==> config.mk <==
export PLATFORM = sky130hd
export DESIGN_NAME = mlct_seq
export DESIGN_NICKNAME = d
export VERILOG_FILES = /design/src/mlct_pkg.sv /design/src/mlct_counter.sv /design/src/mlct_phase_center.sv /design/src/mlct_seq.sv
export SDC_FILE = /design/constraint.sdc
export NUM_CORES = 1
export LEC_CHECK = 0
export BUFFER_PORTS_ARGS = -buffer_cell sky130_fd_sc_hd__buf_4
export CAP_MARGIN = 10
export CORE_ASPECT_RATIO = 0.8
export CORE_MARGIN = 2
export CORE_UTILIZATION = 40
export DETAILED_ROUTE_END_ITERATION = 16
export REMOVE_ABC_BUFFERS = 1
export SLEW_MARGIN = 20
export SYNTH_ARGS = -nofsm -noshare
export SYNTH_HDL_FRONTEND = slang
export SYNTH_SLANG_ARGS = --single-unit
==> constraint.sdc <==
create_clock -name clk -period 6.3 [get_ports clk]
set_clock_uncertainty 0.05 [all_clocks]
set_input_delay 0.315 -clock clk [delete_from_list [all_inputs] [get_ports clk]]
set_output_delay 0.315 -clock clk [all_outputs]
set_load 0.01 [all_outputs]
==> src/mlct_pkg.sv <==
package mlct_pkg;

  // ----------------------------------------
  // Clock and tracking interval
  // ----------------------------------------
  localparam int unsigned CLK_MHZ = 250;
  localparam int unsigned TRACK_MS = 128;
  localparam int unsigned TRACK_CYC = TRACK_MS * 1000 * CLK_MHZ;
  localparam int unsigned TMR_W = 25;

  // ----------------------------------------
  // Datapath shape
  // ----------------------------------------
  localparam int unsigned BEAT_W = 8;
  localparam int unsigned BEATS = 4;
  localparam int unsigned DATA_W = BEAT_W * BEATS;
  localparam int unsigned ADDR_W = 8;
  localparam int unsigned CNT_W = 8;
  localparam int unsigned NUM_CS = 2;
  localparam int unsigned CS_W = 1;
  localparam int unsigned NUM_PHASE = 16;
  localparam int unsigned PH_W = 4;
  localparam int unsigned IDX_W = 4;

  // ----------------------------------------
  // Memory locations and patterns
  // ----------------------------------------
  localparam logic [ADDR_W-1:0] WL_ADDR_FIRST = 8'h30;
  localparam logic [ADDR_W-1:0] WL_ADDR_PRE = 8'h2f;
  localparam logic [ADDR_W-1:0] WL_ADDR_POST = 8'h38;
  localparam logic [IDX_W-1:0] WL_WORDS_LAST = 4'h7;
  localparam logic [ADDR_W-1:0] POA_ADDR = 8'h40;
  localparam logic [BEAT_W-1:0] POA_PATTERN = 8'h30;
  localparam logic [DATA_W-1:0] POA_PASS = 32'hffffffff;

  // ----------------------------------------
  // Calibration limits and reset values
  // ----------------------------------------
  localparam logic [CNT_W-1:0] MAX_RLAT_CYC = 8'h20;
  localparam logic [4:0] POA_DLY_MAX = 5'h1f;
  localparam logic [1:0] AC1T_TRIES = 2'h2;

  // ----------------------------------------
  // Sequencer states
  // ----------------------------------------
  typedef enum logic [15:0] {
    S_IDLE = 16'h0001,
    S_POA_RD = 16'h0002,
    S_POA_CHK = 16'h0004,
    S_WAS = 16'h0008,
    S_WAIT = 16'h0010,
    S_RLAT = 16'h0020,
    S_RLAT_W = 16'h0040,
    S_AL_RD = 16'h0080,
    S_AL_W = 16'h0100,
    S_CHK = 16'h0200,
    S_MR = 16'h0400,
    S_SWEEP = 16'h0800,
    S_STEP = 16'h1000,
    S_CALC = 16'h2000,
    S_ADJ = 16'h4000,
    S_USER = 16'h8000
  } mlct_state_t;

endpackage : mlct_pkg

==> src/mlct_counter.sv <==
`timescale 1ns/1ns
module mlct_counter #(
  parameter int unsigned W = 8
) (
  // Clock and reset
  input wire logic clk,
  input wire logic resetn,
  // Control
  input wire logic clr,
  input wire logic en,
  // Count
  output logic [W-1:0] cnt
);

  logic [W-1:0] cnt_reg;
  logic [W-1:0] cnt_next;

  always_comb begin
    cnt_next = cnt_reg;
    if (clr) begin
      cnt_next = '0;
    end else if (en) begin
      cnt_next = cnt_reg + 1'b1;
    end
  end

  always_ff @(posedge clk or negedge resetn) begin
    if (!resetn) begin
      cnt_reg <= '0;
    end else begin
      cnt_reg <= cnt_next;
    end
  end

  assign cnt = cnt_reg;

endmodule : mlct_counter

==> src/mlct_phase_center.sv <==
`timescale 1ns/1ns
module mlct_phase_center
  import mlct_pkg::*;
(
  // Swept mimic samples, bit i taken at phase tap i
  input wire logic [NUM_PHASE-1:0] samples,
  // Tap at the middle of the high period
  output logic [PH_W-1:0] center
);

  logic [PH_W-1:0] rise;
  logic [PH_W-1:0] fall;
  logic [PH_W-1:0] len;

  // Circular search; a flat waveform yields tap 0
  always_comb begin
    rise = '0;
    fall = '0;
    for (int i = 0; i < NUM_PHASE; i++) begin
      if (samples[i] && !samples[(i + NUM_PHASE - 1) % NUM_PHASE]) begin
        rise = PH_W'(i);
      end
      if (!samples[i] && samples[(i + NUM_PHASE - 1) % NUM_PHASE]) begin
        fall = PH_W'(i);
      end
    end
    len = fall - rise;
    center = rise + (len >> 1);
  end

endmodule : mlct_phase_center

==> src/mlct_seq.sv <==
`timescale 1ns/1ns
module mlct_seq
  import mlct_pkg::*;
#(
  parameter int unsigned TRACK_CYCLES = TRACK_CYC
) (
  // Clock and reset
  input wire logic clk,
  input wire logic resetn,
  // Sequencer control
  input wire logic cal_start,
  input wire logic dqs_capture,
  input wire logic half_rate,
  output logic cal_done,
  output logic cal_fail,
  output logic restart_cal,
  // Memory command path
  output logic cmd_valid,
  input wire logic cmd_ready,
  output logic cmd_write,
  output logic [ADDR_W-1:0] cmd_addr,
  output logic [DATA_W-1:0] cmd_wdata,
  output logic doing_rd,
  // Read return path
  input wire logic rd_valid,
  input wire logic [DATA_W-1:0] rd_data,
  // Mode register programming
  output logic mr_valid,
  input wire logic mr_ready,
  output logic [CS_W-1:0] mr_cs,
  output logic mr_user,
  // PLL phase stepping
  output logic pll_req,
  output logic pll_sel_resync,
  output logic pll_up,
  input wire logic pll_done,
  input wire logic mimic_sample,
  // Calibrated settings
  output logic [CNT_W-1:0] read_latency,
  output logic [BEAT_W-1:0] write_latency_cycles,
  output logic addr_cmd_1t,
  output logic [4:0] poa_delay
);

  // ----------------------------------------
  // State
  // ----------------------------------------
  mlct_state_t state_reg, state_next;
  logic [IDX_W-1:0] idx_reg, idx_next;
  logic [1:0] rsp_reg, rsp_next;
  logic [ADDR_W-1:0] addr_reg, addr_next;
  logic [DATA_W-1:0] wl_data_reg, wl_data_next;
  logic [CNT_W-1:0] rlat_reg, rlat_next;
  logic [BEAT_W-1:0] wlat_reg, wlat_next;
  logic ac1t_reg, ac1t_next;
  logic [1:0] tries_reg, tries_next;
  logic [4:0] poa_reg, poa_next;
  logic [NUM_PHASE-1:0] smp_reg, smp_next;
  logic [PH_W-1:0] ref_reg, ref_next;
  logic [PH_W-1:0] drift_reg, drift_next;
  logic [PH_W-1:0] adj_reg, adj_next;
  logic adj_up_reg, adj_up_next;
  logic tracked_reg, tracked_next;
  logic done_reg, done_next;
  logic fail_reg, fail_next;
  logic restart_reg, restart_next;

  logic [CNT_W-1:0] lat_cnt;
  logic lat_clr;
  logic lat_en;
  logic [TMR_W-1:0] tmr_cnt;
  logic [PH_W-1:0] center;
  logic [PH_W-1:0] shift;
  logic beats_equal;

  // ----------------------------------------
  // Helpers
  // ----------------------------------------
  mlct_counter #(.W(CNT_W)) u_lat_cnt (
    .clk(clk),
    .resetn(resetn),
    .clr(lat_clr),
    .en(lat_en),
    .cnt(lat_cnt)
  );

  // Interval timer, held clear outside user mode
  mlct_counter #(.W(TMR_W)) u_track_tmr (
    .clk(clk),
    .resetn(resetn),
    .clr(state_reg != S_USER),
    .en(state_reg == S_USER),
    .cnt(tmr_cnt)
  );

  mlct_phase_center u_center (
    .samples(smp_reg),
    .center(center)
  );

  // Misalignment mixes neighbouring words into the beats
  assign beats_equal = (wl_data_reg[31:24] == wl_data_reg[23:16]) &&
                       (wl_data_reg[23:16] == wl_data_reg[15:8]) &&
                       (wl_data_reg[15:8] == wl_data_reg[7:0]);

  // Phase error still to be applied
  assign shift = center - ref_reg - drift_reg;

  // Restart the counter on every state change
  assign lat_clr = (state_reg != state_next);
  assign lat_en = (state_reg == S_WAS) || (state_reg == S_WAIT) ||
                  (state_reg == S_RLAT_W);

  // ----------------------------------------
  // Sequencer next state
  // ----------------------------------------
  always_comb begin
    state_next = state_reg;
    idx_next = idx_reg;
    rsp_next = rsp_reg;
    wl_data_next = wl_data_reg;
    rlat_next = rlat_reg;
    wlat_next = wlat_reg;
    ac1t_next = ac1t_reg;
    tries_next = tries_reg;
    poa_next = poa_reg;
    smp_next = smp_reg;
    ref_next = ref_reg;
    drift_next = drift_reg;
    adj_next = adj_reg;
    adj_up_next = adj_up_reg;
    tracked_next = tracked_reg;
    done_next = done_reg;
    fail_next = fail_reg;
    restart_next = 1'b0;
    unique case (state_reg)
      S_IDLE: begin
        if (cal_start) begin
          done_next = 1'b0;
          fail_next = 1'b0;
          tracked_next = 1'b0;
          tries_next = '0;
          poa_next = POA_DLY_MAX;
          idx_next = '0;
          state_next = dqs_capture ? S_POA_RD : S_WAS;
        end
      end
      S_POA_RD: begin
        if (cmd_ready) begin
          state_next = S_POA_CHK;
        end
      end
      S_POA_CHK: begin
        if (rd_valid) begin
          // Ones held to the end mean no late zeros were captured
          if (rd_data == POA_PASS) begin
            idx_next = '0;
            state_next = S_WAS;
          end else if (poa_reg == '0) begin
            fail_next = 1'b1;
            state_next = S_IDLE;
          end else begin
            poa_next = poa_reg - 1'b1;
            state_next = S_POA_RD;
          end
        end
      end
      S_WAS: begin
        if (cmd_ready) begin
          idx_next = idx_reg + 1'b1;
          if (idx_reg == WL_WORDS_LAST) begin
            state_next = S_WAIT;
          end
        end
      end
      S_WAIT: begin
        if (lat_cnt == MAX_RLAT_CYC) begin
          state_next = S_RLAT;
        end
      end
      S_RLAT: begin
        if (cmd_ready) begin
          state_next = S_RLAT_W;
        end
      end
      S_RLAT_W: begin
        // Returned data is ignored, only its arrival counts
        if (rd_valid) begin
          rlat_next = lat_cnt + 1'b1;
          idx_next = '0;
          rsp_next = '0;
          state_next = S_AL_RD;
        end
      end
      S_AL_RD, S_AL_W: begin
        if (state_reg == S_AL_RD && cmd_ready) begin
          idx_next = idx_reg + 1'b1;
          if (idx_reg == 4'h2) begin
            state_next = S_AL_W;
          end
        end
        if (rd_valid) begin
          rsp_next = rsp_reg + 1'b1;
          if (rsp_reg == 2'h1) begin
            wl_data_next = rd_data;
          end
          if (rsp_reg == 2'h2) begin
            state_next = S_CHK;
          end
        end
      end
      S_CHK: begin
        if (beats_equal) begin
          wlat_next = wl_data_reg[BEAT_W-1:0];
          idx_next = '0;
          state_next = S_MR;
        end else if (half_rate && tries_reg != AC1T_TRIES) begin
          ac1t_next = !ac1t_reg;
          tries_next = tries_reg + 1'b1;
          restart_next = 1'b1;
          idx_next = '0;
          state_next = S_WAS;
        end else begin
          fail_next = 1'b1;
          state_next = S_IDLE;
        end
      end
      S_MR: begin
        if (mr_ready) begin
          idx_next = idx_reg + 1'b1;
          if (idx_reg == IDX_W'(NUM_CS - 1)) begin
            idx_next = '0;
            state_next = S_SWEEP;
          end
        end
      end
      S_SWEEP: begin
        smp_next[idx_reg] = mimic_sample;
        state_next = S_STEP;
      end
      S_STEP: begin
        if (pll_done) begin
          idx_next = idx_reg + 1'b1;
          state_next = (idx_reg == IDX_W'(NUM_PHASE - 1)) ? S_CALC : S_SWEEP;
        end
      end
      S_CALC: begin
        if (!tracked_reg) begin
          ref_next = center;
          drift_next = '0;
          tracked_next = 1'b1;
          done_next = 1'b1;
          state_next = S_USER;
        end else if (shift == '0) begin
          state_next = S_USER;
        end else begin
          // Follow the mimic: top half of the circle is a lag
          adj_up_next = !shift[PH_W-1];
          adj_next = shift[PH_W-1] ? PH_W'(0 - shift) : shift;
          drift_next = drift_reg + shift;
          state_next = S_ADJ;
        end
      end
      S_ADJ: begin
        if (pll_done) begin
          adj_next = adj_reg - 1'b1;
          if (adj_reg == 4'h1) begin
            state_next = S_USER;
          end
        end
      end
      S_USER: begin
        if (tmr_cnt == TMR_W'(TRACK_CYCLES - 1)) begin
          idx_next = '0;
          state_next = S_SWEEP;
        end
      end
    endcase
    addr_next = addr_reg;
    unique case (state_next)
      S_POA_RD: addr_next = POA_ADDR;
      S_WAS: addr_next = WL_ADDR_FIRST + ADDR_W'(idx_next);
      S_RLAT: addr_next = WL_ADDR_FIRST;
      S_AL_RD: begin
        if (idx_next == '0) begin
          addr_next = WL_ADDR_PRE;
        end else if (idx_next == 4'h1) begin
          addr_next = WL_ADDR_FIRST;
        end else begin
          addr_next = WL_ADDR_POST;
        end
      end
      default: addr_next = addr_reg;
    endcase
  end

  // ----------------------------------------
  // Sequencer registers
  // ----------------------------------------
  always_ff @(posedge clk or negedge resetn) begin
    if (!resetn) begin
      state_reg <= S_IDLE;
      idx_reg <= '0;
      rsp_reg <= '0;
      addr_reg <= '0;
      wl_data_reg <= '0;
      rlat_reg <= '0;
      wlat_reg <= '0;
      ac1t_reg <= 1'b0;
      tries_reg <= '0;
      poa_reg <= POA_DLY_MAX;
      smp_reg <= '0;
      ref_reg <= '0;
      drift_reg <= '0;
      adj_reg <= '0;
      adj_up_reg <= 1'b0;
      tracked_reg <= 1'b0;
      done_reg <= 1'b0;
      fail_reg <= 1'b0;
      restart_reg <= 1'b0;
    end else begin
      state_reg <= state_next;
      idx_reg <= idx_next;
      rsp_reg <= rsp_next;
      addr_reg <= addr_next;
      wl_data_reg <= wl_data_next;
      rlat_reg <= rlat_next;
      wlat_reg <= wlat_next;
      ac1t_reg <= ac1t_next;
      tries_reg <= tries_next;
      poa_reg <= poa_next;
      smp_reg <= smp_next;
      ref_reg <= ref_next;
      drift_reg <= drift_next;
      adj_reg <= adj_next;
      adj_up_reg <= adj_up_next;
      tracked_reg <= tracked_next;
      done_reg <= done_next;
      fail_reg <= fail_next;
      restart_reg <= restart_next;
    end
  end

  // ----------------------------------------
  // Outputs
  // ----------------------------------------
  assign cmd_valid = (state_reg == S_POA_RD) || (state_reg == S_WAS) ||
                     (state_reg == S_RLAT) || (state_reg == S_AL_RD);
  assign cmd_write = (state_reg == S_WAS);
  assign cmd_addr = addr_reg;
  // Every beat of a word carries the same count
  assign cmd_wdata = {BEATS{lat_cnt}};
  assign doing_rd = (state_reg == S_RLAT) && cmd_ready;
  assign mr_valid = (state_reg == S_MR);
  assign mr_cs = idx_reg[CS_W-1:0];
  assign mr_user = 1'b1;
  assign pll_req = (state_reg == S_STEP) || (state_reg == S_ADJ);
  assign pll_sel_resync = (state_reg == S_ADJ);
  assign pll_up = (state_reg == S_ADJ) ? adj_up_reg : 1'b1;
  assign read_latency = rlat_reg;
  assign write_latency_cycles = wlat_reg;
  assign addr_cmd_1t = ac1t_reg;
  // Gate delay feeds the DQS override in the capture path
  assign poa_delay = poa_reg;
  assign cal_done = done_reg;
  assign cal_fail = fail_reg;
  assign restart_cal = restart_reg;

endmodule : mlct_seq

# --- After elaboration in Yosys (flattened, before gate mapping) ---
# Index checks and enable logic that the tools add are counted.
op_classes:
  order_cmp: 2
  shifts: 0
  bitwise_logic: 3
  n_mul: 0
  n_eq_ne: 52
  muxes: 113
  div_mod_pow: 0
  addsub: 14
  reduce_logical: 87
ops:
  columns: ["cell", "n"]
  rows:
  - ["two-way mux 16 bit", 20]
  - ["one-hot mux 16 bit (15 select lines)", 1]
  - ["two-way mux 4 bit", 44]
  - ["two-way mux 25 bit", 2]
  - ["logical AND 1 bit", 36]
  - ["one-hot mux 4 bit (9 select lines)", 1]
  - ["== test 16 x 2 -> 1 bit, second input constant", 2]
  - ["== test 16 x 4 -> 1 bit, second input constant", 2]
  - ["== test 16 x 6 -> 1 bit, second input constant", 2]
  - ["== test 16 x 8 -> 1 bit, second input constant", 2]
  - ["== test 32 bit, second input constant", 1]
  - ["one-hot mux 8 bit (4 select lines)", 1]
  - ["inequality test 2 bit, second input constant", 15]
  - ["adder 25 x 1 -> 25 bit, second input constant", 1]
  - ["== test 25 bit, second input constant", 1]
  - ["two-way mux 5 bit", 5]
  - ["== test 8 bit", 3]
  - ["zero test 1 bit", 18]
  - ["bitwise mux 16 bit", 1]
  - ["== test 16 x 1 -> 1 bit, second input constant", 1]
  - ["== test 16 x 10 -> 1 bit, second input constant", 1]
  - ["== test 16 x 11 -> 1 bit, second input constant", 1]
  - ["== test 16 x 12 -> 1 bit, second input constant", 1]
  - ["== test 16 x 13 -> 1 bit, second input constant", 1]
  - ["54 further kinds", 108]
totals:
  latchBits: 0
  output_inout_bits: 74
  register_bits: 152
  romBits: 0
  elab_cells: 292
  mem_bits_rw: 0
  n_memories: 0
  inputBits: 42

# --- Longest topological paths before layout ---
# Gate-level depths: netlist of run 1.
logic_depth:
  word_depth: 27
  ltp_mapped: 28
  depth_no_buf: 28

# --- Hierarchy ---
# A second synthesis of run 1 with hierarchy kept.
hier_totals:
  cells_unflattened: 1052
  hier_area_um2: 9884.5
modules_own_cells:
  columns: ["mod", "seq_area_each_um2", "area_each_um2", "cells_each", "n_inst"]
  rows:
  - ["mlct_seq", 2960.3, 7536.0, 787, 1]
  - ["mlct_counter (u_track_tmr)", 625.6, 1261.2, 129, 1]
  - ["mlct_phase_center", 0.0, 690.7, 99, 1]
  - ["mlct_counter (u_lat_cnt)", 200.2, 396.6, 37, 1]

# --- Worst setup path before layout of run 1 ---
# Ideal clock, no wire load.
synth_timing:
  path_type: "reg-to-reg"
  start: "register smp_reg[1]"
  end: "register addr_reg[6] (netlist: cmd_addr[6])"
  t_arrival_ps: 5572
  setup_ps: 126
  path_stages_with_launch: 26
  period_less_slack_ps: 5749
  t_required_ps: 6124
  slack_ps: 551
  path_buffers: 0
  cell_sequence: "dfrtp_1 > nor2b_1 > o21ai_0 > a21oi_1 > o21ai_0 > a31oi_1 > a211o_1 > nor3b_1 > or2_2 > fa_1 > xnor2_1 > inv_1 > fa_1 > xor2_1 > fa_1 > inv_1 > ha_1 > o21ai_0 > nand2b_1 > xnor2_1 > xnor2_1 > o31ai_1 > nor4_4 > nand4_1 > or2_1 > a311o_1"
synth_between:
  elab_chain_cells: 27
  elab_cells_between_ends: 49
  classes_between: "add/sub: 4; eq/ne: 4; mux: 34; reduce/logical: 7"
synth_rtl:
  columns: ["item", "line_no", "text"]
  rows:
  - ["start: declaration", "mlct_seq.sv:58", "logic [NUM_PHASE-1:0] smp_reg, smp_next;"]
  - ["start signal: assignment", "mlct_seq.sv:332", "smp_reg <= smp_next;"]
  - ["zero test 1 bit", "mlct_phase_center.sv:20, mlct_phase_center.sv:23", null]
  - ["logical AND 1 bit", "mlct_phase_center.sv:23", "if (!samples[i] && samples[(i + NUM_PHASE - 1) % NUM_PHASE]) begin"]
  - ["two-way mux 1 bit", "mlct_phase_center.sv:23", null]
  - ["two-way mux 2 bit (2 in a row)", "mlct_phase_center.sv:23", null]
  - ["two-way mux 3 bit (4 in a row)", "mlct_phase_center.sv:23", null]
  - ["two-way mux 4 bit (8 in a row)", "mlct_phase_center.sv:23", null]
  - ["subtractor 4 bit", "mlct_phase_center.sv:27", "len = fall - rise;"]
  - ["adder 4 x 3 -> 4 bit (*)", "mlct_phase_center.sv:28", "center = rise + (len >> 1);"]
  - ["subtractor 4 bit (*) (2 in a row)", "mlct_seq.sv:107", "assign shift = center - ref_reg - drift_reg;"]
  - ["zero test 4 bit (*)", "mlct_seq.sv:254", "end else if (shift == '0) begin"]
  - ["two-way mux 16 bit (*)", "mlct_seq.sv:254", null]
  - ["two-way mux 16 bit (*)", "mlct_seq.sv:248", "if (!tracked_reg) begin"]
  - ["one-hot mux 16 bit (15 select lines) (*)", "mlct_seq.sv:136", "unique case (state_reg)"]
  - ["via state_next[15]", "mlct_seq.sv:48", "mlct_state_t state_reg, state_next;"]
  - ["== test 16 x 8 -> 1 bit (tied with other cells)", "mlct_seq.sv:280", "unique case (state_next)"]
  - ["one-hot mux 8 bit (4 select lines) / nonzero test 4 bit (equally long branches)", null, null]
  - ["end signal: assignment", "mlct_seq.sv:325", "addr_reg <= addr_next;"]
  - ["end: declaration", "mlct_seq.sv:51", "logic [ADDR_W-1:0] addr_reg, addr_next;"]
# Mark *: on every way through the listed nets, which the timed path passes. The rest lies on a longest branch. The select of a mux whose other input is x is not followed.
# A chain may end at the register's enable or synchronous reset.

# --- Worst setup path after layout of run 1 ---
layout_timing:
  start: "register smp_reg[1]"
  end: "register addr_reg[4] (netlist: cmd_addr[4])"
# Same word-level chain as after synthesis.

==> qor.csv, run 1 <==
metric,value,unit
fill cell count,2244,
main area contributors after synthesis,"dfrtp_1, mux2_2, nand2_1",
post-route ant nets,0,
largest net degree at the start of global routing,80,
max-cap violation count,0,
Critical Path RT,6.56,ns
total CTS buffers,17,
fin crit share,95.33,%
I/O pins,116,
Clock power frac,30.6,%
TNS Setup,0,ns
Core Area,23400,µm²
RSZ-0062 raised after global routing,yes,
antenna violations before repair,0,
global route overflow,0,
Tmin final,6.006,ns
die width,176.6,µm
Hold Path Class,input port to flip-flop,
All-Layer GR Usage,20.06,%
synth cell count leaders,"dfrtp_1, nand2_1, nor2_1",
Synth Instances,1009,
largest area contributor in the netlist,dfrtp_1,
Final Hold Viols,0,
slowest CP cell,fa_1,
storage element area,3791,µm²
Final GP Congestion,0.8982,
DRT Wirelength,24.60,mm
critical path peak fanout,5,
Async SR Flop Fraction,100.0,%
metal3 WL,1.608,mm
P_leak,5.184,nW
Final Power,3.344,mW
max reg flops,32,
sequential-to-total area share from yosys stat,39.70,%
vias in the first global route,7404,
switching power,1.294,mW
Mapped Area,9537,µm²
Most common cell on crit path,inv_1,
Post-Layout Cell Count,1414,
vias per cell,5.546,
cell internal pwr,2.050,mW
fin. max-slew vios,0,
initial core utilization,40.76,%
chip height,142.1,µm
status,finished clean,
DPL Wire Length,18.09,mm
Sink Count,151,
Seq pwr share,33.5,%
drt drc,0,
Cell Rows,50,
Synth Flop Type,dfrtp_1,
combinational power share,35.8,%
metal2 WL,10.77,mm
Initial DRC Count,534,
startpoint types,flip-flop,
first-pass GRT wire length,40.06,mm
DR WL/cell,17.40,µm
overall via count from detail_route,7842,
Setup Crit Path Kind,flip-flop to flip-flop,
Synth cell types,87,
most frequent cell after synthesis,dfrtp_1,
data arrival time of the critical path,6.27,ns
"Core Util, Final",47.69,%
CP peak stage delay,0.48,ns
Port Buffers,113,
max_slew headroom,32.93,%
Total Nets Final,1162,
DRT Pass-1 Iters,5,
Yosys reg bits,151,
latest clock arrival within the worst-skew pair,0.43,ns
Bufs on Longest Clock Path,2,
ant diodes,0,
"Avg Cell Area, Syn",9.452,µm²
dpl cells,1377,
final setup fails,0,
footprint of the multi-input gates,5219,µm²
pwr/cell area,299.7,nW/µm²
Die ar.,25100,µm²
H-Tree Depth,4,
Worst-path clk slew,0.07,ns
share of the synthesized area in the top cell type,38.05,%
synth warn,0,
share of cells above drive strength 1,24.86,%
Post-synth EDFFs,0,
Worst-Margin Slew,1.004,ns
Critical Path End Type,flip-flop,
maximum vdd ir drop,191.5,µV
wl on met1,12.01,mm
CTS tree,yes,
CTS Root Cell,clkbuf_16,
"Area growth, synth to finish",17.00,%
max frequency,166.5,MHz
Sw Share,38.70,%
max layer used,met4,
placed cells by master (no fill, tap or decap), types with 5 or more instances in the layout:
cell / count
a21o_1: 11
a21oi_1: 34
a221o_1: 6
a221oi_1: 5
a22oi_1: 5
a31oi_1: 10
and2_1: 9
and3_1: 22
buf_4: 128
clkbuf_16: 17
dfrtp_1: 141
dfstp_2: 6
fa_1: 5
ha_1: 25
inv_1: 45
inv_8: 5
mux2_2: 58
nand2_1: 94
nand2b_1: 10
nand3_1: 35
nand4_1: 21
nor2_1: 85
nor2b_1: 11
nor3_1: 24
nor4_1: 16
nor4b_1: 9
o211ai_1: 8
o21a_1: 5
o21ai_0: 42
o22ai_1: 10
or3_1: 6
or4_1: 5
or4b_2: 11
xnor2_1: 32
xor2_1: 28
layer usage:
metal | vias to the layer above | track usage [%]
met2 | 278 | 29.03
met4 | 0 | 4.741
met1 | 3762 | 30.40
met5 | - | 0
met3 | 18 | 4.247
li1 | 3784 | -
worst paths after layout:
kind                            slack (ns)                            to  cells past startpoint               startpoint
worst min register to register        0.43       addr_cmd_1t$_DFFE_PN0P_                      1  addr_cmd_1t$_DFFE_PN0P_
min in group asynchronous             0.47  u_track_tmr.cnt[4]$_DFF_PN0_                      2                   resetn
max in group asynchronous             4.32       cmd_addr[5]$_DFFE_PN0P_                      3                   resetn
worst min-delay path                  0.07   wl_data_reg[30]$_DFFE_PN0P_                      2              rd_data[30]
worst max register to register        0.29       cmd_addr[4]$_DFFE_PN0P_                     26   smp_reg[1]$_DFFE_PN0P_
worst max-delay path                  0.29       cmd_addr[4]$_DFFE_PN0P_                     26   smp_reg[1]$_DFFE_PN0P_
critical path: cells and delay by family, from the launching register on:
family	cells	cell delay, ns
adders and majority gates	5	1.72
AOI/OAI and AO/OA	8	1.50
buffers and inverters	4	0.32
and+or+nand+nor	6	1.30
xor gates and xnor gates	3	0.59
DFF	1	0.42
per-stage QoR:
step	area, µm²	setup WS (ns)	hold WS [ns]
after CTS	11060	0.01393	0.05018
final	11160	0.2941	0.07157
after global placement	10450	0.1901	0.3671
after global routing	11160	-0.03300	0.05624
after floorplan	9121	0.3870	-0.03059
after detailed placement	10450	0.05887	0.3668
repair_timing:
| item | CTS | global route |
|---|---|---|
| setup buffers | 0 | 4 |
| endpoints found under the setup margin | 0 | 11 |
| resized for setup | 0 | 19 |
| hold endpoints to repair | 75 | 0 |
| hold buffers | 1 | 0 |
power groups by stage:
stage / sequential, mW / clock (mW) / combinational [mW]
finish: 1.12 / 1.02 / 1.20
global route: 1.13 / 1.09 / 1.31
CTS: 1.12 / 1.05 / 1.12
detailed placement: 1.14 / 0 / 1.11
global placement: 1.14 / 0 / 1.11
floorplan: 1.14 / 0 / 0.723
logic make-up after synthesis:
group / synth area share (%)
other: 0.07875
multiplexers: 7.268
AND/OR/NAND/NOR: 22.71
buffers and inverters: 6.219
AO/OA/AOI/OAI: 13.70
XOR/XNOR: 5.786
flip-flops: 39.70
adder cells (fa/ha/maj): 4.540
layout make-up:
class / instances / area share [%]
clock buffer: 17 / 3.813
clock inverter: 15 / 1.547
inverter: 47 / 1.592
multi-input combinational: 742 / 46.77
sequential: 151 / 33.98
tap: 312 / 3.499
timing repair buffer: 130 / 8.802
Power figures use the tool's default switching activity.
==> run 2, diff against run 1 <==
--- a/config.mk
+++ b/config.mk
@@ -7,11 +7,9 @@
 export LEC_CHECK = 0
 export BUFFER_PORTS_ARGS = -buffer_cell sky130_fd_sc_hd__buf_4
 export CAP_MARGIN = 10
-export CORE_ASPECT_RATIO = 0.8
 export CORE_MARGIN = 2
 export CORE_UTILIZATION = 40
 export DETAILED_ROUTE_END_ITERATION = 16
-export REMOVE_ABC_BUFFERS = 1
 export SLEW_MARGIN = 20
 export SYNTH_ARGS = -nofsm -noshare
 export SYNTH_HDL_FRONTEND = slang
==> run 2 against run 1 <==
Net effect:
- register-to-register slack better by 0.03 ns
- sequential cell count unchanged
- utilization grew 0.050 points
- cell count rose by 0.50%
- sequential power is essentially flat
- first-iteration DRC count rose by 9.0%
- combinational power hardly changed
==> qor.csv, run 2 (same netlist as run 1, synthesis figures left out) <==
metric,value,unit,change
CTS Root Cell,clkbuf_16,,unchanged
CTS tree,yes,,unchanged
vias per cell,5.582,,was 5.546
Sw Share,37.74,%,was 38.70%
switching power,1.261,mW,was 1.294 mW
Initial DRC Count,582,,was 534
RSZ-0062 raised after global routing,no,,was yes
maximum vdd ir drop,184.7,µV,was 191.5 µV
Seq pwr share,33.6,%,was 33.5%
startpoint types,flip-flop,,unchanged
critical path peak fanout,5,,unchanged
max_slew headroom,29.48,%,was 32.93%
worst reg2reg setup slack,0.32,ns,was 0.29 ns
All-Layer GR Usage,20.14,%,was 20.06%
overall via count from detail_route,7932,,was 7842
TNS Setup,0,ns,unchanged
pre-CTS setup slack,0.04751,ns,was 0.05887 ns
ant diodes,0,,unchanged
"commonest non-fill, non-tap cells in the layout","dfrtp_1, buf_4, nand2_1, nor2_1, mux2_2",,unchanged
max reg flops,32,,unchanged
global route overflow,0,,unchanged
status,finished clean,,unchanged
"Core Util, Final",47.74,%,was 47.69%
Worst-Margin Slew,1.049,ns,was 1.004 ns
Clock power frac,31.2,%,was 30.6%
Cell Rows,56,,was 50
DRT Pass-1 Iters,5,,unchanged
share of cells above drive strength 1,25.41,%,was 24.86%
drt drc,0,,unchanged
area post-placement,10470,µm²,was 10450 µm²
P_leak,5.207,nW,was 5.184 nW
Final GP Congestion,0.9599,,was 0.8982
fill cell count,2230,,was 2244
DR WL/cell,17.19,µm,was 17.40 µm
post-route ant nets,0,,unchanged
Critical Path RT,6.57,ns,was 6.56 ns
total CTS buffers,17,,unchanged
Sink Count,151,,unchanged
Hold Path Class,input port to flip-flop,,unchanged
"Area growth, synth to finish",17.50,%,was 17.00%
DPL Wire Length,18.07,mm,was 18.09 mm
die width,158.4,µm,was 176.6 µm
hold path cells,2,,unchanged
vias in the first global route,7547,,was 7404
cell internal pwr,2.080,mW,was 2.050 mW
reg2reg path depth,25,,was 26
H-Tree Depth,4,,unchanged
fin. max-slew vios,0,,unchanged
Final Hold Viols,0,,unchanged
setup ws final,0.3211,ns,was 0.2941 ns
antenna violations before repair,0,,unchanged
fin crit share,94.90,%,was 95.33%
Die ar.,25090,µm²,was 25100 µm²
Total Nets Final,1162,,unchanged
Critical Path End Type,flip-flop,,unchanged
Core Area,23470,µm²,was 23400 µm²
max frequency,167.3,MHz,was 166.5 MHz
chip height,158.4,µm,was 142.1 µm
Final Power,3.341,mW,was 3.344 mW
first-pass GRT wire length,39.58,mm,was 40.06 mm
final setup fails,0,,unchanged
Mapped Nets,1082,,
combinational power share,35.2,%,was 35.8%
data arrival time of the critical path,6.24,ns,was 6.27 ns
initial core utilization,40.63,%,was 40.76%
Bufs on Longest Clock Path,2,,unchanged
latest clock arrival within the worst-skew pair,0.44,ns,was 0.43 ns
Worst-path clk slew,0.07,ns,about the same
"most common cell after layout, fill and taps aside",dfrtp_1,,unchanged
I/O pins,116,,unchanged
Port Buffers,113,,unchanged
DRT Wirelength,24.43,mm,was 24.60 mm
Tmin final,5.979,ns,was 6.006 ns
final instance area,11210,µm²,was 11160 µm²
Setup Crit Path Kind,flip-flop to flip-flop,,unchanged
largest net degree at the start of global routing,94,,was 80
pwr/cell area,298.2,nW/µm²,was 299.7 nW/µm²
max-cap violation count,0,,unchanged
## run 2: cell count changes in the layout (fill, tap and decap cells not counted), moves of 2 or more
cell / previous run / this run
a21oi_2: 0 / 4
a21oi_1: 34 / 31
dfrtp_1: 141 / 144
dfrtp_2: 4 / 1
clkinv_8: 4 / 2
nor2b_1: 11 / 9
o21ai_0: 42 / 40
## run 2: repair_timing
item / in CTS / in global routing
endpoints found under the setup margin: 0 / 10
hold endpoints to repair: 91 / 0
buffers inserted: 0 / 3
hold buffers: 1 / 0
gates resized for setup: 0 / 27
## run 2: final timing paths
kind	startpoint	to
setup reg to reg	smp_reg[1]$_DFFE_PN0P_	cmd_addr[0]$_DFFE_PN0P_
min in group asynchronous	resetn	wl_data_reg[22]$_DFFE_PN0P_
hold reg to reg	addr_cmd_1t$_DFFE_PN0P_	addr_cmd_1t$_DFFE_PN0P_
setup / recovery	smp_reg[1]$_DFFE_PN0P_	cmd_addr[0]$_DFFE_PN0P_
max in group asynchronous	resetn	adj_reg[3]$_DFFE_PN0P_
hold / removal	rd_data[30]	wl_data_reg[30]$_DFFE_PN0P_
## run 2: worst max-delay path, stage by stage (launching register included)
cell	delay, ns
dfrtp_2	0.43
nor2b_4	0.14
a2111o_1	0.38
o221ai_1	0.08
o21ai_1	0.10
a211o_1	0.31
nor3b_2	0.16
or2_2	0.31
fa_2	0.40
inv_1	0.06
ha_1	0.15
inv_1	0.06
fa_2	0.35
xor2_2	0.19
fa_1	0.48
inv_1	0.04
ha_1	0.30
o21ai_0	0.09
nand2b_1	0.11
xnor2_2	0.22
xnor2_2	0.14
o211ai_1	0.38
nand2_1	0.12
and4bb_1	0.32
a21oi_2	0.11
a221o_1	0.37
## run 2: final cells by class
cell class | instances | area, µm² | area share, %
clock buffers | 17 | 425.4 | 3.796
clock inverters | 15 | 178.9 | 1.597
inverters | 47 | 177.7 | 1.586
multi-input cells | 742 | 5255 | 46.90
flip-flops and latches | 151 | 3787 | 33.80
well taps | 319 | 399.1 | 3.562
repair buffers | 130 | 982.2 | 8.765
## run 2: per-stage QoR
stage,hold slack (ns),instances
floorplan,-0.03059,1009
global placement,0.4074,1385
detailed placement,0.4121,1385
CTS,0.04705,1418
global route,0.05010,1421
finish,0.06151,1421
## run 2: routing by layer
layer	vias to the layer above	track usage, %	wire [µm]
li1	3783	-	-
met1	3855	27.64	11380
met2	254	31.86	11240
met3	40	3.402	1268
met4	0	7.808	549
met5	-	0	0
## run 2: power by group through the flow
stage,clock network (mW),logic [mW],registers (mW)
finish,1.04,1.18,1.12
detailed placement,0,1.11,1.14
global placement,0,1.11,1.14
floorplan,0,0.821,1.11
global route,1.11,1.30,1.14
CTS,1.07,1.12,1.12
==> run 3, diff against run 2 <==
--- a/config.mk
+++ b/config.mk
@@ -9,8 +9,10 @@
 export CAP_MARGIN = 10
 export CORE_MARGIN = 2
 export CORE_UTILIZATION = 40
+export CTS_CLUSTER_SIZE = 12
 export DETAILED_ROUTE_END_ITERATION = 16
 export SLEW_MARGIN = 20
 export SYNTH_ARGS = -nofsm -noshare
 export SYNTH_HDL_FRONTEND = slang
+export SYNTH_HIERARCHICAL = 1
 export SYNTH_SLANG_ARGS = --single-unit
==> constraint.sdc (replaced) <==
create_clock -name clk -period 6.2 [get_ports clk]
set_clock_uncertainty 0.05 [all_clocks]
set_input_delay 0.31 -clock clk [delete_from_list [all_inputs] [get_ports clk]]
set_output_delay 0.31 -clock clk [all_outputs]
set_load 0.01 [all_outputs]
==> run 3 against run 2 <==
Net effect:
- die area grew 3.6%
- sequential share of layout area shrank 1.1 points
- hold slack better by 0.010 ns
- setup slack got worse by 0.015 ns
- count of clock-buffer cells in the layout did not move
- register-to-register slack worse by 0.02 ns
- sequential power up 9.8%
- non-clock buffer count did not move
- first-iteration DRC count increased by 13%
- critical path type unchanged
- fmax grew 1.4%
- combinational power rose by 35%
==> qor.csv, run 3 <==
metric,value,unit,change
first-pass GRT wire length,44.46,mm,was 39.58 mm
hold path cells,2,,unchanged
Yosys reg bits,151,,unchanged
met3 GRT Util,4.982,%,was 3.402%
TNS Setup,0,ns,unchanged
storage element area,3789,µm²,was 3787 µm²
Post-synth EDFFs,0,,unchanged
"Avg Cell Area, Syn",9.396,µm²,was 9.452 µm²
fill cell count,2293,,was 2230
maximum vdd ir drop,176.1,µV,was 184.7 µV
Worst-path clk slew,0.07,ns,about the same
synth cell count leaders,"dfrtp_1, nand2_1, nor2_1",,unchanged
latest clock arrival within the worst-skew pair,0.43,ns,was 0.44 ns
Synth cell types,96,,was 87
Synth Flop Type,dfrtp_1,,unchanged
most frequent cell after synthesis,dfrtp_1,,unchanged
Die ar.,25980,µm²,was 25090 µm²
max_slew headroom,29.06,%,was 29.48%
Tmin final,5.894,ns,was 5.979 ns
Cell Rows,57,,was 56
"Core Util, Final",47.58,%,was 47.74%
Core Area,24320,µm²,was 23470 µm²
initial core utilization,40.64,%,was 40.63%
global route overflow,0,,unchanged
CTS Root Cell,clkbuf_16,,unchanged
pwr/cell area,339.9,nW/µm²,was 298.2 nW/µm²
H-Tree Depth,4,,unchanged
Final GP Congestion,0.9402,,was 0.9599
drt drc,0,,unchanged
DR WL/cell,18.88,µm,was 17.19 µm
final setup fails,0,,unchanged
Final Hold Viols,0,,unchanged
"commonest non-fill, non-tap cells in the layout","dfrtp_1, buf_4, nand2_1, nor2_1, mux2_2",,unchanged
vias per cell,5.859,,was 5.582
Total Nets Final,1203,,was 1162
synth warn,6,,was 0
Port Buffers,113,,unchanged
antenna violations before repair,0,,unchanged
status,finished clean,,unchanged
Async SR Flop Fraction,100.0,%,unchanged
data arrival time of the critical path,6.15,ns,was 6.24 ns
share of cells above drive strength 1,25.24,%,was 25.41%
reg2reg path depth,22,,was 25
"most common cell after layout, fill and taps aside",dfrtp_1,,unchanged
Initial DRC Count,659,,was 582
Critical Path RT,6.46,ns,was 6.57 ns
share of the synthesized area in the top cell type,36.71,%,was 38.05%
max-cap violation count,0,,unchanged
I/O pins,116,,unchanged
Bufs on Longest Clock Path,2,,unchanged
Worst-Margin Slew,1.056,ns,was 1.049 ns
startpoint types,flip-flop,,unchanged
"Area growth, synth to finish",17.06,%,was 17.50%
worst reg2reg setup slack,0.31,ns,was 0.32 ns
fin crit share,95.07,%,was 94.90%
Hold Path Class,input port to flip-flop,,unchanged
post-route ant nets,0,,unchanged
max frequency,169.7,MHz,was 167.3 MHz
met2 GRT Util,33.05,%,was 31.86%
Mapped Nets,1127,,was 1082
total CTS buffers,17,,unchanged
grt met1 use,30.30,%,was 27.64%
fin. max-slew vios,0,,unchanged
sequential-to-total area share from yosys stat,38.30,%,was 39.70%
main area contributors after synthesis,"dfrtp_1, mux2_2, nand2_1",,unchanged
largest area contributor in the netlist,dfrtp_1,,unchanged
"Most Used Layer, Global Route",met2,,unchanged
overall via count from detail_route,8583,,was 7932
DRT Wirelength,27.65,mm,was 24.43 mm
DPL Wire Length,20.44,mm,was 18.07 mm
P_leak,5.190,nW,was 5.207 nW
Mapped Area,9884,µm²,was 9537 µm²
ant diodes,0,,unchanged
vias in the first global route,8140,,was 7547
Sink Count,151,,unchanged
RSZ-0062 raised after global routing,no,,unchanged
footprint of the multi-input gates,5568,µm²,was 5255 µm²
max reg flops,32,,unchanged
critical path peak fanout,6,,was 5
Synth Instances,1052,,was 1009
largest net degree at the start of global routing,93,,was 94
chip height,161.2,µm,was 158.4 µm
DRT Pass-1 Iters,5,,unchanged
Critical Path End Type,flip-flop,,unchanged
CTS tree,yes,,unchanged
Setup Crit Path Kind,flip-flop to flip-flop,,unchanged
die width,161.2,µm,was 158.4 µm
All-Layer GR Usage,21.42,%,was 20.14%
## run 3: path summary, 6_finish.rpt
path / endpoint / startpoint
setup reg to reg: cmd_addr[0]$_DFFE_PN0P_ / smp_reg[6]$_DFFE_PN0P_
hold reg to reg: read_latency[6]$_DFFE_PN0P_ / read_latency[6]$_DFFE_PN0P_
setup / recovery: cmd_addr[0]$_DFFE_PN0P_ / smp_reg[6]$_DFFE_PN0P_
hold / removal: wl_data_reg[23]$_DFFE_PN0P_ / rd_data[23]
max in group asynchronous: smp_reg[4]$_DFFE_PN0P_ / resetn
min in group asynchronous: wl_data_reg[20]$_DFFE_PN0P_ / resetn
## run 3: timing repair
item,CTS,global route
gates resized for setup,2,22
pin swaps,2,9
endpoints found under the setup margin,3,13
buffers inserted,1,2
hold buffers,1,0
endpoints found under the hold margin,90,0
## run 3: kinds of logic (layout without fill, tap and decap cells)
group	after synthesis	in the layout	synth area share (%)
other	2	2	0.07598
AOI/OAI and AO/OA	200	200	13.95
xor gates and xnor gates	50	50	4.430
buffers and inverters	125	214	6.759
and+or+nand+nor	427	427	24.62
DFF	151	151	38.30
adders and majority gates	33	33	4.633
muxes	64	64	7.228
## run 3: cell type report
class                           instances  share of cell area, %
Clock buffer                           17                  3.676
Clock inverter                         15                  1.784
Inverter                               52                  1.687
Multi-Input combinational cell        776                  48.12
Sequential cell                       151                  32.74
Tap cell                              324                  3.503
Timing Repair Buffer                  130                  8.488
## run 3: critical path: stages (launching register included)
cell and delay, ns:
dfrtp_2 0.44, nor2b_1 0.15, nand2b_1 0.17, o211ai_1 0.18, nand3_1 0.13, a21boi_1 0.16, o211ai_1 0.11, buf_4 0.16
fa_1 0.49, ha_1 0.23, fa_2 0.36, xor2_2 0.21, fa_1 0.49, ha_4 0.29, xor2_4 0.17, or2_2 0.32
o21bai_1 0.19, o21a_1 0.22, and3_1 0.21, nand3_1 0.14, nor4b_4 0.35, a31oi_4 0.18, a221o_1 0.37
## run 3: layer usage
layer  wire length (µm)  vias up
met2              12660      344
met4                569        0
met3               1946       45
li1                   -     3992
met5                  0        -
met1              12470     4202
## run 3: power by group
group | switching [mW] | internal [mW]
registers | 0.140 | 1.09
logic | 0.912 | 0.674
clock network | 0.464 | 0.651
## run 3: metrics by stage
stage	instances	cell area, µm²	worst slack [ns]	hold WS (ns)	total power [mW]
final	1465	11570	0.3057	0.07178	3.932
after global routing	1465	11570	0.002605	0.05190	4.169
after CTS	1463	11440	0.04613	0.05656	3.805
after detailed placement	1429	10780	-0.01996	0.3901	2.664
after global placement	1429	10780	0.09097	0.3941	2.648
after floorplan	1052	9884	0.3785	-0.03559	2.227
